<file path="src/hw/hub_rst_pkg.sv">
// Shared constants and types for the hub reset and link power block
package hub_rst_pkg;

    // Core clock period in ns (25 MHz)
    localparam int CLK_PERIOD_NS = 40;

    // Power-on hold interval (no figure given; plain default)
    localparam int POR_HOLD_US = 100;
    localparam int POR_HOLD_CYC = (POR_HOLD_US * 1000) / CLK_PERIOD_NS;

    // Clock restart settle after the pin reset lifts
    localparam int OSC_SETTLE_US = 50;
    localparam int OSC_SETTLE_CYC = (OSC_SETTLE_US * 1000) / CLK_PERIOD_NS;

    // Link power latencies
    localparam int SUSP_ENTRY_US = 3000;
    localparam int SUSP_ENTRY_CYC = (SUSP_ENTRY_US * 1000) / CLK_PERIOD_NS;
    localparam int SUSP_EXIT_US = 2000;
    localparam int SUSP_EXIT_CYC = (SUSP_EXIT_US * 1000) / CLK_PERIOD_NS;
    // Sleep loads two short: the load edge and the state step cost a cycle each
    localparam int SLEEP_ENTRY_NS = 10000;
    localparam int SLEEP_ENTRY_CYC = SLEEP_ENTRY_NS / CLK_PERIOD_NS - 2;
    localparam int SLEEP_EXIT_NS = 50000;
    localparam int SLEEP_EXIT_CYC = SLEEP_EXIT_NS / CLK_PERIOD_NS - 2;

    // Counter width covers the largest count
    localparam int CNT_W = 20;

    // Address and configuration defaults
    localparam logic [6:0] ADDR_DEFAULT = 7'h00;
    localparam logic [7:0] CONFIG_UNCONFIGURED = 8'h00;

    // Link power state, Gray order along the sleep path on -> entering -> low -> exiting
    typedef enum logic [2:0] {
        LINK_ON = 3'h0,
        LINK_ENTER_SLEEP = 3'h1,
        LINK_SLEEP = 3'h3,
        LINK_EXIT_SLEEP = 3'h2,
        LINK_ENTER_SUSP = 3'h6,
        LINK_SUSP = 3'h7,
        LINK_EXIT_SUSP = 3'h5
    } link_state_t;

    // Link power requests from the protocol layer
    typedef struct packed {
        logic sleep_req;
        logic suspend_req;
        logic resume_start;
        logic wake_req;
    } link_req_t;

    // Link power status bundle
    typedef struct packed {
        logic link_on_state;
        logic link_sleep_state;
        logic link_suspend_state;
        logic busy;
    } link_stat_t;

    // Device enumeration state set by the host
    typedef struct packed {
        logic set_addr;
        logic [6:0] addr;
        logic set_config;
        logic [7:0] config_value;
    } enum_req_t;

endpackage

</file>
<file path="src/hw/rst_sync3.sv">
// Three-stage synchroniser for the external reset pin
`timescale 1ns/1ns
`default_nettype none
module rst_sync3 (
    // Clock and reset
    input wire logic sys_clk_i,
    input wire logic reset_n_i,
    // Raw pin level
    input wire logic pin_i,
    // Filtered level, changes once stages two and three agree
    output logic level_o
);
    logic [2:0] sync_reg;

    // Shift chain; first stage feeds only the second
    always_ff @(posedge sys_clk_i or negedge reset_n_i) begin
        if (!reset_n_i) begin
            sync_reg <= 3'h0;
        end else begin
            sync_reg <= {sync_reg[1:0], pin_i};
        end
    end

    // Accept a change only when the later stages match
    always_ff @(posedge sys_clk_i or negedge reset_n_i) begin
        if (!reset_n_i) begin
            level_o <= 1'b0;
        end else if (sync_reg[1] == sync_reg[2]) begin
            level_o <= sync_reg[2];
        end
    end
endmodule
`default_nettype wire

</file>
<file path="src/hw/delay_timer.sv">
// Down-counting one-shot timer
`timescale 1ns/1ns
`default_nettype none
module delay_timer (
    // Clock and reset
    input wire logic sys_clk_i,
    input wire logic reset_n_i,
    // Load and count
    input wire logic load_i,
    input wire logic [hub_rst_pkg::CNT_W-1:0] count_i,
    // Expiry level
    output logic done_o
);
    logic [hub_rst_pkg::CNT_W-1:0] cnt_reg;

    // Load wins over counting so a fresh request restarts the wait
    always_ff @(posedge sys_clk_i or negedge reset_n_i) begin
        if (!reset_n_i) begin
            cnt_reg <= '0;
        end else if (load_i) begin
            cnt_reg <= count_i;
        end else if (cnt_reg != '0) begin
            cnt_reg <= cnt_reg - 1'b1;
        end
    end

    // Done when the count has run out and no load is pending
    assign done_o = (cnt_reg == '0) && !load_i;
endmodule
`default_nettype wire

</file>
<file path="src/hw/hub_reset_and_link_power_states.sv">
// Chip reset handling and link power state control for the hub core
//
// How it works
// Three reset sources: power-on, external active-low pin, upstream bus reset.
// On power-up a timer holds internal reset for a fixed interval.
// While the pin reset is low the chip sits in low-current standby.
// Pin reset disables the PHY and floats all differential pairs.
// Pin reset aborts every transaction at once, nothing kept.
// Pin reset returns every internal register to its default; the power-on hold timer and its load flop keep their values, the settle timer reloads its count.
// Pin reset stops the oscillator and PLL while held.
// Upstream bus reset sets the device address to zero.
// Upstream bus reset returns the configuration to unconfigured.
// Bus reset while suspended moves the link back to on.
// Upstream bus reset is never passed to downstream ports.
// Host re-enumerates the device after its bus reset.
// Three link power states: on, sleep and suspend.
// Suspend entry about 3 ms; back on about 2 ms after resume.
// Sleep entry under 10 us; sleep exit under 50 us.
// Pin reset asserts at once, releases synchronously after clocks restart.
`timescale 1ns/1ns
`default_nettype none
module hub_reset_and_link_power_states #(
    parameter int POR_CYC = hub_rst_pkg::POR_HOLD_CYC,
    parameter int SETTLE_CYC = hub_rst_pkg::OSC_SETTLE_CYC,
    parameter int SUSP_IN_CYC = hub_rst_pkg::SUSP_ENTRY_CYC,
    parameter int SUSP_OUT_CYC = hub_rst_pkg::SUSP_EXIT_CYC
) (
    // Clock and power-on reset
    input wire logic sys_clk_i,
    input wire logic reset_n_i,
    // External chip reset pin, active low
    input wire logic chip_reset_n_i,
    // Upstream bus reset detected, same clock
    input wire logic bus_reset_i,
    // Link power and enumeration requests
    input wire hub_rst_pkg::link_req_t link_req_i,
    input wire hub_rst_pkg::enum_req_t enum_req_i,
    // Core reset and clock control
    output logic core_reset_n_o,
    output logic standby_o,
    output logic osc_enable_o,
    output logic pll_enable_o,
    // PHY control
    output logic phy_enable_o,
    output logic phy_pair_oe_o,
    output logic txn_abort_o,
    output logic downstream_reset_o,
    // Enumeration state
    output logic [6:0] dev_addr_o,
    output logic [7:0] dev_config_o,
    // Link power status
    output hub_rst_pkg::link_stat_t link_stat_o
);
    logic pin_level;
    logic por_done;
    logic settle_done;
    logic link_done;
    logic pin_low_reg;
    logic por_load_reg;
    logic settle_load;
    logic link_load;
    logic [hub_rst_pkg::CNT_W-1:0] link_count;
    logic core_rst_n_reg;
    logic core_rst_n_next;
    hub_rst_pkg::link_state_t link_reg;
    hub_rst_pkg::link_state_t link_next;
    logic [hub_rst_pkg::CNT_W-1:0] exit_cyc_reg;

    // Pin passes four flops before use
    rst_sync3 u_pin_sync (
        .sys_clk_i(sys_clk_i),
        .reset_n_i(reset_n_i),
        .pin_i(chip_reset_n_i),
        .level_o(pin_level)
    );

    // Asserting edge acts at once; the synchronised level only governs release
    always_ff @(posedge sys_clk_i or negedge reset_n_i) begin
        if (!reset_n_i) begin
            pin_low_reg <= 1'b1;
        end else begin
            pin_low_reg <= !pin_level || !chip_reset_n_i;
        end
    end

    // One load pulse after power-on starts the hold timer
    always_ff @(posedge sys_clk_i or negedge reset_n_i) begin
        if (!reset_n_i) begin
            por_load_reg <= 1'b1;
        end else begin
            por_load_reg <= 1'b0;
        end
    end

    delay_timer u_por_timer (
        .sys_clk_i(sys_clk_i),
        .reset_n_i(reset_n_i),
        .load_i(por_load_reg),
        .count_i(hub_rst_pkg::CNT_W'(POR_CYC)),
        .done_o(por_done)
    );

    // Settle timer restarts for as long as the pin holds reset
    assign settle_load = pin_low_reg;

    delay_timer u_settle_timer (
        .sys_clk_i(sys_clk_i),
        .reset_n_i(reset_n_i),
        .load_i(settle_load),
        .count_i(hub_rst_pkg::CNT_W'(SETTLE_CYC)),
        .done_o(settle_done)
    );

    // Internal reset held until power-on hold ends and clocks have settled
    assign core_rst_n_next = por_done && settle_done && !pin_low_reg && chip_reset_n_i;

    always_ff @(posedge sys_clk_i or negedge reset_n_i) begin
        if (!reset_n_i) begin
            core_rst_n_reg <= 1'b0;
        end else begin
            core_rst_n_reg <= core_rst_n_next;
        end
    end

    // Standby and clock gating follow the pin directly; settle covers restart
    always_ff @(posedge sys_clk_i or negedge reset_n_i) begin
        if (!reset_n_i) begin
            standby_o <= 1'b1;
            osc_enable_o <= 1'b0;
            pll_enable_o <= 1'b0;
        end else begin
            standby_o <= pin_low_reg;
            osc_enable_o <= !pin_low_reg;
            pll_enable_o <= !pin_low_reg;
        end
    end

    // PHY floated and traffic aborted whenever core reset is in force
    always_ff @(posedge sys_clk_i or negedge reset_n_i) begin
        if (!reset_n_i) begin
            phy_enable_o <= 1'b0;
            phy_pair_oe_o <= 1'b0;
            txn_abort_o <= 1'b1;
        end else begin
            phy_enable_o <= core_rst_n_next;
            phy_pair_oe_o <= core_rst_n_next;
            txn_abort_o <= !core_rst_n_next;
        end
    end

    // Bus reset stays local to the upstream side
    always_ff @(posedge sys_clk_i or negedge reset_n_i) begin
        if (!reset_n_i) begin
            downstream_reset_o <= 1'b0;
        end else begin
            downstream_reset_o <= 1'b0;
        end
    end

    // Address and configuration; bus reset beats a same-cycle host write
    always_ff @(posedge sys_clk_i or negedge reset_n_i) begin
        if (!reset_n_i) begin
            dev_addr_o <= hub_rst_pkg::ADDR_DEFAULT;
            dev_config_o <= hub_rst_pkg::CONFIG_UNCONFIGURED;
        end else if (!core_rst_n_reg) begin
            dev_addr_o <= hub_rst_pkg::ADDR_DEFAULT;
            dev_config_o <= hub_rst_pkg::CONFIG_UNCONFIGURED;
        end else if (bus_reset_i) begin
            dev_addr_o <= hub_rst_pkg::ADDR_DEFAULT;
            dev_config_o <= hub_rst_pkg::CONFIG_UNCONFIGURED;
        end else begin
            if (enum_req_i.set_addr) begin
                dev_addr_o <= enum_req_i.addr;
            end
            if (enum_req_i.set_config) begin
                dev_config_o <= enum_req_i.config_value;
            end
        end
    end

    // Link state step; a timed phase loads on entry and finishes on expiry
    always_comb begin
        link_next = link_reg;
        link_load = 1'b0;
        link_count = '0;
        case (link_reg)
            hub_rst_pkg::LINK_ON: begin
                if (link_req_i.suspend_req) begin
                    link_next = hub_rst_pkg::LINK_ENTER_SUSP;
                    link_load = 1'b1;
                    link_count = hub_rst_pkg::CNT_W'(SUSP_IN_CYC);
                end else if (link_req_i.sleep_req) begin
                    link_next = hub_rst_pkg::LINK_ENTER_SLEEP;
                    link_load = 1'b1;
                    link_count = hub_rst_pkg::CNT_W'(hub_rst_pkg::SLEEP_ENTRY_CYC);
                end
            end
            hub_rst_pkg::LINK_ENTER_SLEEP: begin
                if (link_done) begin
                    link_next = hub_rst_pkg::LINK_SLEEP;
                end
            end
            hub_rst_pkg::LINK_SLEEP: begin
                if (link_req_i.wake_req) begin
                    link_next = hub_rst_pkg::LINK_EXIT_SLEEP;
                    link_load = 1'b1;
                    link_count = hub_rst_pkg::CNT_W'(hub_rst_pkg::SLEEP_EXIT_CYC);
                end
            end
            hub_rst_pkg::LINK_EXIT_SLEEP: begin
                if (link_done) begin
                    link_next = hub_rst_pkg::LINK_ON;
                end
            end
            hub_rst_pkg::LINK_ENTER_SUSP: begin
                if (link_done) begin
                    link_next = hub_rst_pkg::LINK_SUSP;
                end
            end
            hub_rst_pkg::LINK_SUSP: begin
                if (link_req_i.resume_start) begin
                    link_next = hub_rst_pkg::LINK_EXIT_SUSP;
                    link_load = 1'b1;
                    link_count = hub_rst_pkg::CNT_W'(SUSP_OUT_CYC);
                end
            end
            hub_rst_pkg::LINK_EXIT_SUSP: begin
                if (link_done) begin
                    link_next = hub_rst_pkg::LINK_ON;
                end
            end
            default: begin
                link_next = hub_rst_pkg::LINK_ON;
            end
        endcase
        // Bus reset forces the link straight back on
        if (bus_reset_i) begin
            link_next = hub_rst_pkg::LINK_ON;
            link_load = 1'b0;
        end
        // Core reset parks the link on and empties the timer, so no stale wait survives
        if (!core_rst_n_next) begin
            link_next = hub_rst_pkg::LINK_ON;
            link_load = 1'b1;
            link_count = '0;
        end
    end

    delay_timer u_link_timer (
        .sys_clk_i(sys_clk_i),
        .reset_n_i(reset_n_i),
        .load_i(link_load),
        .count_i(link_count),
        .done_o(link_done)
    );

    // Link state register; core reset restores the on state
    always_ff @(posedge sys_clk_i or negedge reset_n_i) begin
        if (!reset_n_i) begin
            link_reg <= hub_rst_pkg::LINK_ON;
        end else if (!core_rst_n_reg) begin
            link_reg <= hub_rst_pkg::LINK_ON;
        end else begin
            link_reg <= link_next;
        end
    end

    // Registered status view of the link
    always_ff @(posedge sys_clk_i or negedge reset_n_i) begin
        if (!reset_n_i) begin
            link_stat_o <= '0;
            core_reset_n_o <= 1'b0;
        end else begin
            link_stat_o.link_on_state <= (link_next == hub_rst_pkg::LINK_ON);
            link_stat_o.link_sleep_state <= (link_next == hub_rst_pkg::LINK_SLEEP);
            link_stat_o.link_suspend_state <= (link_next == hub_rst_pkg::LINK_SUSP);
            link_stat_o.busy <= link_load || !link_done;
            core_reset_n_o <= core_rst_n_next;
        end
    end

    // Cycles spent leaving sleep; a counter stands in for a long delay range
    always_ff @(posedge sys_clk_i or negedge reset_n_i) begin
        if (!reset_n_i) begin
            exit_cyc_reg <= '0;
        end else if (link_reg == hub_rst_pkg::LINK_EXIT_SLEEP) begin
            exit_cyc_reg <= exit_cyc_reg + 1'b1;
        end else begin
            exit_cyc_reg <= '0;
        end
    end

    // Assertions
    pin_float_a: assert property (@(posedge sys_clk_i) disable iff (!reset_n_i)
        $fell(chip_reset_n_i) |=> !phy_pair_oe_o && !phy_enable_o)
        else $error("pairs not floated after pin reset");

    pin_abort_a: assert property (@(posedge sys_clk_i) disable iff (!reset_n_i)
        $fell(chip_reset_n_i) |=> txn_abort_o && !core_reset_n_o)
        else $error("transactions not aborted on pin reset");

    clk_halt_a: assert property (@(posedge sys_clk_i) disable iff (!reset_n_i)
        !chip_reset_n_i ##1 !chip_reset_n_i |=> !osc_enable_o && !pll_enable_o && standby_o)
        else $error("clocks running under pin reset");

    bus_addr_a: assert property (@(posedge sys_clk_i) disable iff (!reset_n_i)
        bus_reset_i |=> dev_addr_o == hub_rst_pkg::ADDR_DEFAULT)
        else $error("address not cleared by bus reset");

    bus_config_a: assert property (@(posedge sys_clk_i) disable iff (!reset_n_i)
        bus_reset_i |=> dev_config_o == hub_rst_pkg::CONFIG_UNCONFIGURED)
        else $error("configuration not cleared by bus reset");

    susp_wake_a: assert property (@(posedge sys_clk_i) disable iff (!reset_n_i)
        bus_reset_i && core_rst_n_reg |=> link_stat_o.link_on_state)
        else $error("bus reset left link suspended");

    no_forward_a: assert property (@(posedge sys_clk_i) disable iff (!reset_n_i)
        bus_reset_i |=> !downstream_reset_o)
        else $error("bus reset forwarded downstream");

    sleep_entry_a: assert property (@(posedge sys_clk_i) disable iff (!reset_n_i)
        link_reg == hub_rst_pkg::LINK_ON && link_next == hub_rst_pkg::LINK_ENTER_SLEEP
        |-> ##[1:250] link_reg != hub_rst_pkg::LINK_ENTER_SLEEP)
        else $error("sleep entry too slow");

    sleep_exit_a: assert property (@(posedge sys_clk_i) disable iff (!reset_n_i)
        exit_cyc_reg < hub_rst_pkg::CNT_W'(hub_rst_pkg::SLEEP_EXIT_NS / hub_rst_pkg::CLK_PERIOD_NS))
        else $error("sleep exit too slow");

    por_hold_a: assert property (@(posedge sys_clk_i) disable iff (!reset_n_i)
        !por_done |=> !core_reset_n_o)
        else $error("core released before power-on hold");
endmodule
`default_nettype wire

</file>
<file path="config.mk">
export PLATFORM = sky130hd
export DESIGN_NAME = hub_reset_and_link_power_states
export DESIGN_NICKNAME = d
export VERILOG_FILES = /design/src/hw/hub_rst_pkg.sv /design/src/hw/rst_sync3.sv /design/src/hw/delay_timer.sv /design/src/hw/hub_reset_and_link_power_states.sv
export SDC_FILE = /design/constraint.sdc
export NUM_CORES = 1
export LEC_CHECK = 0
export BUFFER_PORTS_ARGS = -buffer_cell sky130_fd_sc_hd__buf_2
export CORE_MARGIN = 3
export CORE_UTILIZATION = 58
export DETAILED_ROUTE_END_ITERATION = 8
export PLACE_DENSITY_LB_ADDON = 0.12
export REMOVE_ABC_BUFFERS = 1
export SLEW_MARGIN = 20
export SYNTH_ARGS = -nofsm -noshare
export SYNTH_HDL_FRONTEND = slang
export SYNTH_SLANG_ARGS = --single-unit
</file>
<file path="constraint.sdc">
create_clock -name sys_clk_i -period 2.4 [get_ports sys_clk_i]
set_input_delay 0.12 -clock sys_clk_i [delete_from_list [all_inputs] [get_ports sys_clk_i]]
set_output_delay 0.12 -clock sys_clk_i [all_outputs]
set_load 0.01 [all_outputs]
</file>
# [After elaboration in Yosys (flattened, before gate mapping)]
# Index checks and enable logic that the tools add are counted.
[classes] addsub=3 mul=0 div=0 order_cmp=0 n_eq_ne=11 shifts=0 muxes=36 n_bitwise=0 reduce_logical=27
[op_table] op="$mux 20" count=7
[op_table] op="$logic_not 20->1" count=3
[op_table] op="$reduce_bool 20->1" count=3
[op_table] op="$sub 20x1->20 const B" count=3
[op_table] op="$pmux 17 s3" count=1
[op_table] op="$mux 8" count=4
[op_table] op="$mux 3" count=10
[op_table] op="$mux 7" count=3
[op_table] op="$pmux 3 s6" count=1
[op_table] op="$mux 17" count=1
[op_table] op="$mux 16" count=1
[op_table] op="$eq 3x3->1 const B" count=4
[op_table] op="$mux 11" count=1
[op_table] op="$eq 3x2->1 const B" count=3
[op_table] op="$logic_not 1->1" count=7
[op_table] op="$logic_and 1x1->1" count=6
[op_table] op="$logic_not 3->1" count=2
[op_table] op="$mux 1" count=6
[op_table] op="$ne 3x3->1 const B" count=2
[op_table] op="$reduce_bool 2->1" count=3
[op_table] op="$eq 3x1->1 const B" count=1
[op_table] op="$pmux 1 s3" count=1
[op_table] op="$logic_or 1x1->1" count=2
[op_table] op="$reduce_or 2->1" count=1
[op_table] op="$eq 1x1->1" count=1
[totals] reg_bits=92 latch_bits=0 mem_bits_rw=0 mem_bits_ro=0 inputBits=25 output_inout_bits=27 elab_cells=95 n_memories=0

# [Logic depth before layout (Yosys ltp)]
[logic_depth] word_depth=13 mapped_depth=9

# [Modules after synthesis]
# Synthesis repeated with hierarchy kept, for this count alone.
[hier_totals] hier_cells=505 area_unflattened_um2=5305.1
[modules_own_cells] module="delay_timer" n_inst=3 cells_each=127 area_per_inst_um2=1308.8 seq_area_each_um2=500.5
[modules_own_cells] module="hub_reset_and_link_power_states" n_inst=1 cells_each=119 area_per_inst_um2=1267.5 seq_area_each_um2=705.7
[modules_own_cells] module="rst_sync3" n_inst=1 cells_each=5 area_per_inst_um2=111.4 seq_area_each_um2=100.1

# [Least setup slack after synthesis]
# No wires, ideal clock.
[synth_timing] path_type="reg2reg" startpoint="register u_por_timer.cnt_reg[0] in the netlist's numbering" endpoint="register link_stat_o[1] in the netlist's numbering" setup_ps=73 arrival_time_ps=2183 t_required_ps=2327 path_slack_ps=144 path_stages_with_launch=9 period_less_slack_ps=2256 path_cell_list="dfrtp_1 -> inv_1 -> ha_1 -> nor4b_1 -> and4_4 -> nand4_4 -> or3_1 -> a2111oi_2 -> nor2b_1"
[synth_between] elab_chain_len=13 word_cells_on_any_way=15 classes_between="eq/ne (1); mux (7); reduce/logical (7)"
[synth_rtl] item="start, declared" line_no="delay_timer.sv:14" rtl="logic [hub_rst_pkg::CNT_W-1:0] cnt_reg;"
[synth_rtl] item="start signal, assigned" line_no="delay_timer.sv:21" rtl="cnt_reg <= count_i;"
[synth_rtl] item="start signal, assigned" line_no="delay_timer.sv:23" rtl="cnt_reg <= cnt_reg - 1'b1;"
[synth_rtl] item="$logic_not 20->1 *" line_no="delay_timer.sv:28" rtl="assign done_o = (cnt_reg == '0) && !load_i;"
[synth_rtl] item="$logic_and 1x1->1 *" line_no="delay_timer.sv:28"
[synth_rtl] item="$logic_and 1x1->1 * (3 in series)" line_no="hub_reset_and_link_power_states.sv:115" rtl="assign core_rst_n_next = por_done && settle_done && !pin_low_reg && chip_reset_n_i;"
[synth_rtl] item="$mux 1" line_no="hub_reset_and_link_power_states.sv:242" rtl="if (!core_rst_n_next) begin"
[synth_rtl] item="$logic_not 1->1" line_no="delay_timer.sv:28"
[synth_rtl] item="$logic_and 1x1->1" line_no="delay_timer.sv:28"
[synth_rtl] item="$mux 3, on equally long branches"
[synth_rtl] item="$pmux 3 s6" line_no="hub_reset_and_link_power_states.sv:186" rtl="case (link_reg)"
[synth_rtl] item="$mux 3" line_no="hub_reset_and_link_power_states.sv:237" rtl="if (bus_reset_i) begin"
[synth_rtl] item="$mux 3 *" line_no="hub_reset_and_link_power_states.sv:242"
[synth_rtl] item="$eq 3x3->1 *" line_no="hub_reset_and_link_power_states.sv:276" rtl="link_stat_o.link_suspend_state <= (link_next == hub_rst_pkg::LINK_SUSP);"
[synth_rtl] item="end, declared" line_no="hub_reset_and_link_power_states.sv:52" rtl="output hub_rst_pkg::link_stat_t link_stat_o"
# Mark *: on every way between the ends. The rest lies on a longest branch, timed or not.
# A chain may end at the register's enable or synchronous reset.

# [Final worst setup path]
[layout_timing] startpoint="register u_por_timer.cnt_reg[0] in the netlist's numbering" endpoint="register u_por_timer.cnt_reg[17] in the netlist's numbering"
[layout_between] elab_chain_len=3 word_cells_on_any_way=5 classes_between="add/sub (1); mux (2); reduce/logical (2)"
[layout_rtl] item="$sub 20x1->20" line_no="delay_timer.sv:23"
[layout_rtl] item="$mux 20" line_no="delay_timer.sv:22" rtl="end else if (cnt_reg != '0) begin"
[layout_rtl] item="$mux 20" line_no="delay_timer.sv:20" rtl="end else if (load_i) begin"
# Several ways; a longest one is shown, not always the timed one. The select of a mux whose other input is x is not followed.

==> out/results.txt <==
Min Hold Slack: 0.007708 ns
Die W: 94.73 um
Vias in the first global route: 3233
Post-Place Worst Slack: -0.01139 ns
Layout cells sized above 1: 21.66%
Site Rows: 31
I/O pin cnt: 52
Drt wl/cell: 14.42 um
Top cell type's share of synthesized area: 48.23%
DR pass1 iterations: 4
Overflow after GRT: 0
CP max-delay cell: a2111o_1
Ys Warns: 0
Vias: 3404
Clock buffer depth: 2
Post-synth cell types: 56
Crit-path cells: inv_1, ha_1, nor4b_4, and4_4, buf_4, a2111o_1, nor4_1, xnor2_1, nor2_1
Fin crit share: 95.06%
Initial DRC Count: 112
RSZ-0062 raised after global routing: false
Critical path required time: 2.65 ns
Bufs and invs on worst path: 2
Initial antenna violation count: 0
Critical Path AT: 2.54 ns
CP max FO: 4
CTS tree: built
Worst Hold Class: in2reg
Most frequent cells in the layout: dfrtp_1 (88), nor2_1 (76), buf_2 (49)
Ys flop type: dfrtp_1
Area delta synth->final: 15.76%
Fill count: 580
Routed WL: 8884 um
Syn Area/Cell: 10.17 sq um
Die Y: 94.73 um
Post-synthesis instance total: 449
Crit Path Class: reg2reg
Largest net degree at the start of global routing: 54
ANT nets after route: 0
Vias per inst: 5.526
Final Hold Violating Endpoints: 0
First-pass GRT wire length: 14950 um
Setup TNS: 0 ns
Ys async rst share: 100.0%
Fin worst setup slack: 0.1186 ns
Flops & latches, synth: 92
GRT Total Usage: 21.38%
Root Buffer: clkbuf_8
Part of the Yosys area used for sequential elements: 50.53%
Crit-path max cell delay: 0.47 ns
CTS sink count: 92
Slew headroom: 56.16%
Dominant cell type by area after synthesis: dfrtp_1
Pleak: 2.331 nW
DRC viols: 0
Fmax: 438.3 MHz
Sequential cell area: 0.002307 sq mm
Synth area leaders: dfrtp_1 (48%), nor2_1 (6.2%), xnor2_1 (5.0%)
Critical Path Sink Type: flop
Status: finished, final reports clean
Pin slew with the least headroom to its limit: 0.6575 ns
Commonest non-fill, non-tap cell in the layout: dfrtp_1
IO buf count: 50
Startpoint types: flop
Number of nets in the layout: 542
Top Family by Delay on Critical Path: simple AND/OR/NAND/NOR gates
Worst vdd ir: 0.0003624 V
Placeable Area: 0.007447 sq mm
Initial core utilization: 61.31%
Clock period minus final worst setup slack: 2.281 ns
Num CTS Buffers: 9
Die area: 0.008973 sq mm
Max-cap check violation count: 0
Setup Viol. Count Final: 0
GP Congestion: 0.8545
# diodes: 0
HPWL Detailed: 6310 um
Post-synth EDFFs: 0
Synth Cell Area: 0.004566 sq mm
PwrDens: 554.5 mW/mm^2
Worst-path clk slew: 0.10 ns
H-tree Lvls: 3
Clock Latency Late Sink: 0.36 ns
Clock Skew: 0.01710 ns
Final slew viol count: 0
Footprint of the multi-input gates: 0.002182 sq mm
## synthesized netlist by cell type, types with 2 or more instances
master     count
nor4b_1        2
o211ai_1       4
dfrtp_1       88
a21o_1         3
and2_1         5
or4_1          7
nand2b_1       6
a2111oi_2      2
nand3_1       14
mux2i_1       16
or3_1         13
nor3b_1        5
nor4_2         2
nand2_1       24
clkbuf_1      13
ha_1           5
nand4_1        2
buf_4          5
and4_1         2
inv_1         10
nor3_1        16
o21bai_1       3
o21ai_0       11
dfstp_2        4
a211oi_1       2
nor2_1        76
a21oi_1       20
a2111o_1       2
xor2_1        17
or2_2          2
a31oi_1        2
nor2b_1        3
nor4_4         4
nor4_1        12
xnor2_1       26
## power by group
part / switching, W / internal [W] / total, W
Combinational: 0.000137 / 0.000105 / 0.000242
Sequential: 0.0000314 / 0.00158 / 0.00161
Clock: 0.000559 / 0.000517 / 0.00108
## cell families after synthesis
family	share of synthesized area [%]
simple gates	24.55
flops	50.53
compound gates	8.331
xor+xnor	8.249
buf+inv	2.905
mux	3.754
fa+ha+maj	1.589
other cells	0.08214
## final cells by class
cell class	count	share of cell area, %
Sequential cell	92	43.66
Tap cell	99	2.344
Timing Repair Buffer	70	8.002
Clock buffer	10	2.604
Multi-Input combinational cell	328	41.29
Inverter	11	0.7812
Clock inverter	6	1.326
## path summary, 6_finish.rpt
| check | start | slack, ns | to | depth (start not counted) |
|---|---|---|---|---|
| max | u_por_timer.cnt_reg[0] | 0.12 | u_por_timer.cnt_reg[17] | 9 |
| min in group asynchronous | reset_n_i | 0.33 | u_por_timer.cnt_reg[15] | 2 |
| min | enum_req_i[2] | 0.008 | dev_config_o[2] | 3 |
| min reg2reg | u_pin_sync.sync_reg[0] | 0.36 | u_pin_sync.sync_reg[1] | 0 |
| max reg2reg | u_por_timer.cnt_reg[0] | 0.12 | u_por_timer.cnt_reg[17] | 9 |
| max in group asynchronous | reset_n_i | 1.35 | standby_o | 3 |
## worst register-to-register path, stage by stage (launching register included)
cell and delay [ns]:
dfrtp_1 0.37, inv_1 0.08, ha_1 0.22, nor4b_4 0.14, and4_4 0.20, buf_4 0.14
a2111o_1 0.47, nor4_1 0.35, xnor2_1 0.16, nor2_1 0.05
## metrics by stage
stage | utilization, % | cells | power, W | cell area (sq um)
floorplan | - | 431 | 0.001767 | 4478
global placement | 66.97 | 596 | 0.001869 | 4987
detailed placement | 66.97 | 596 | 0.001877 | 4987
CTS | 70.36 | 615 | 0.002952 | 5240
global route | 70.97 | 616 | 0.003060 | 5285
finish | 70.97 | 616 | 0.002931 | 5285
## what timing repair did
item	4_1_cts	5_1_grt
gates resized for setup	2	6
buffers inserted	0	1
pin swaps	0	2
hold buffers	3	0
endpoints found under the setup margin	2	4
endpoints found under the hold margin	53	0
## per-layer routing
| layer | vias up | part of all wire [%] | track usage (%) |
|---|---|---|---|
| met2 | 75 | 47 | 34.00 |
| met1 | 1631 | 47 | 29.31 |
| met5 | - | 0 | 0 |
| met3 | 13 | 4.5 | 4.542 |
| met4 | 0 | 1.5 | 7.212 |
| li1 | 1685 | - | - |
(Power assumes the default switching activity.)
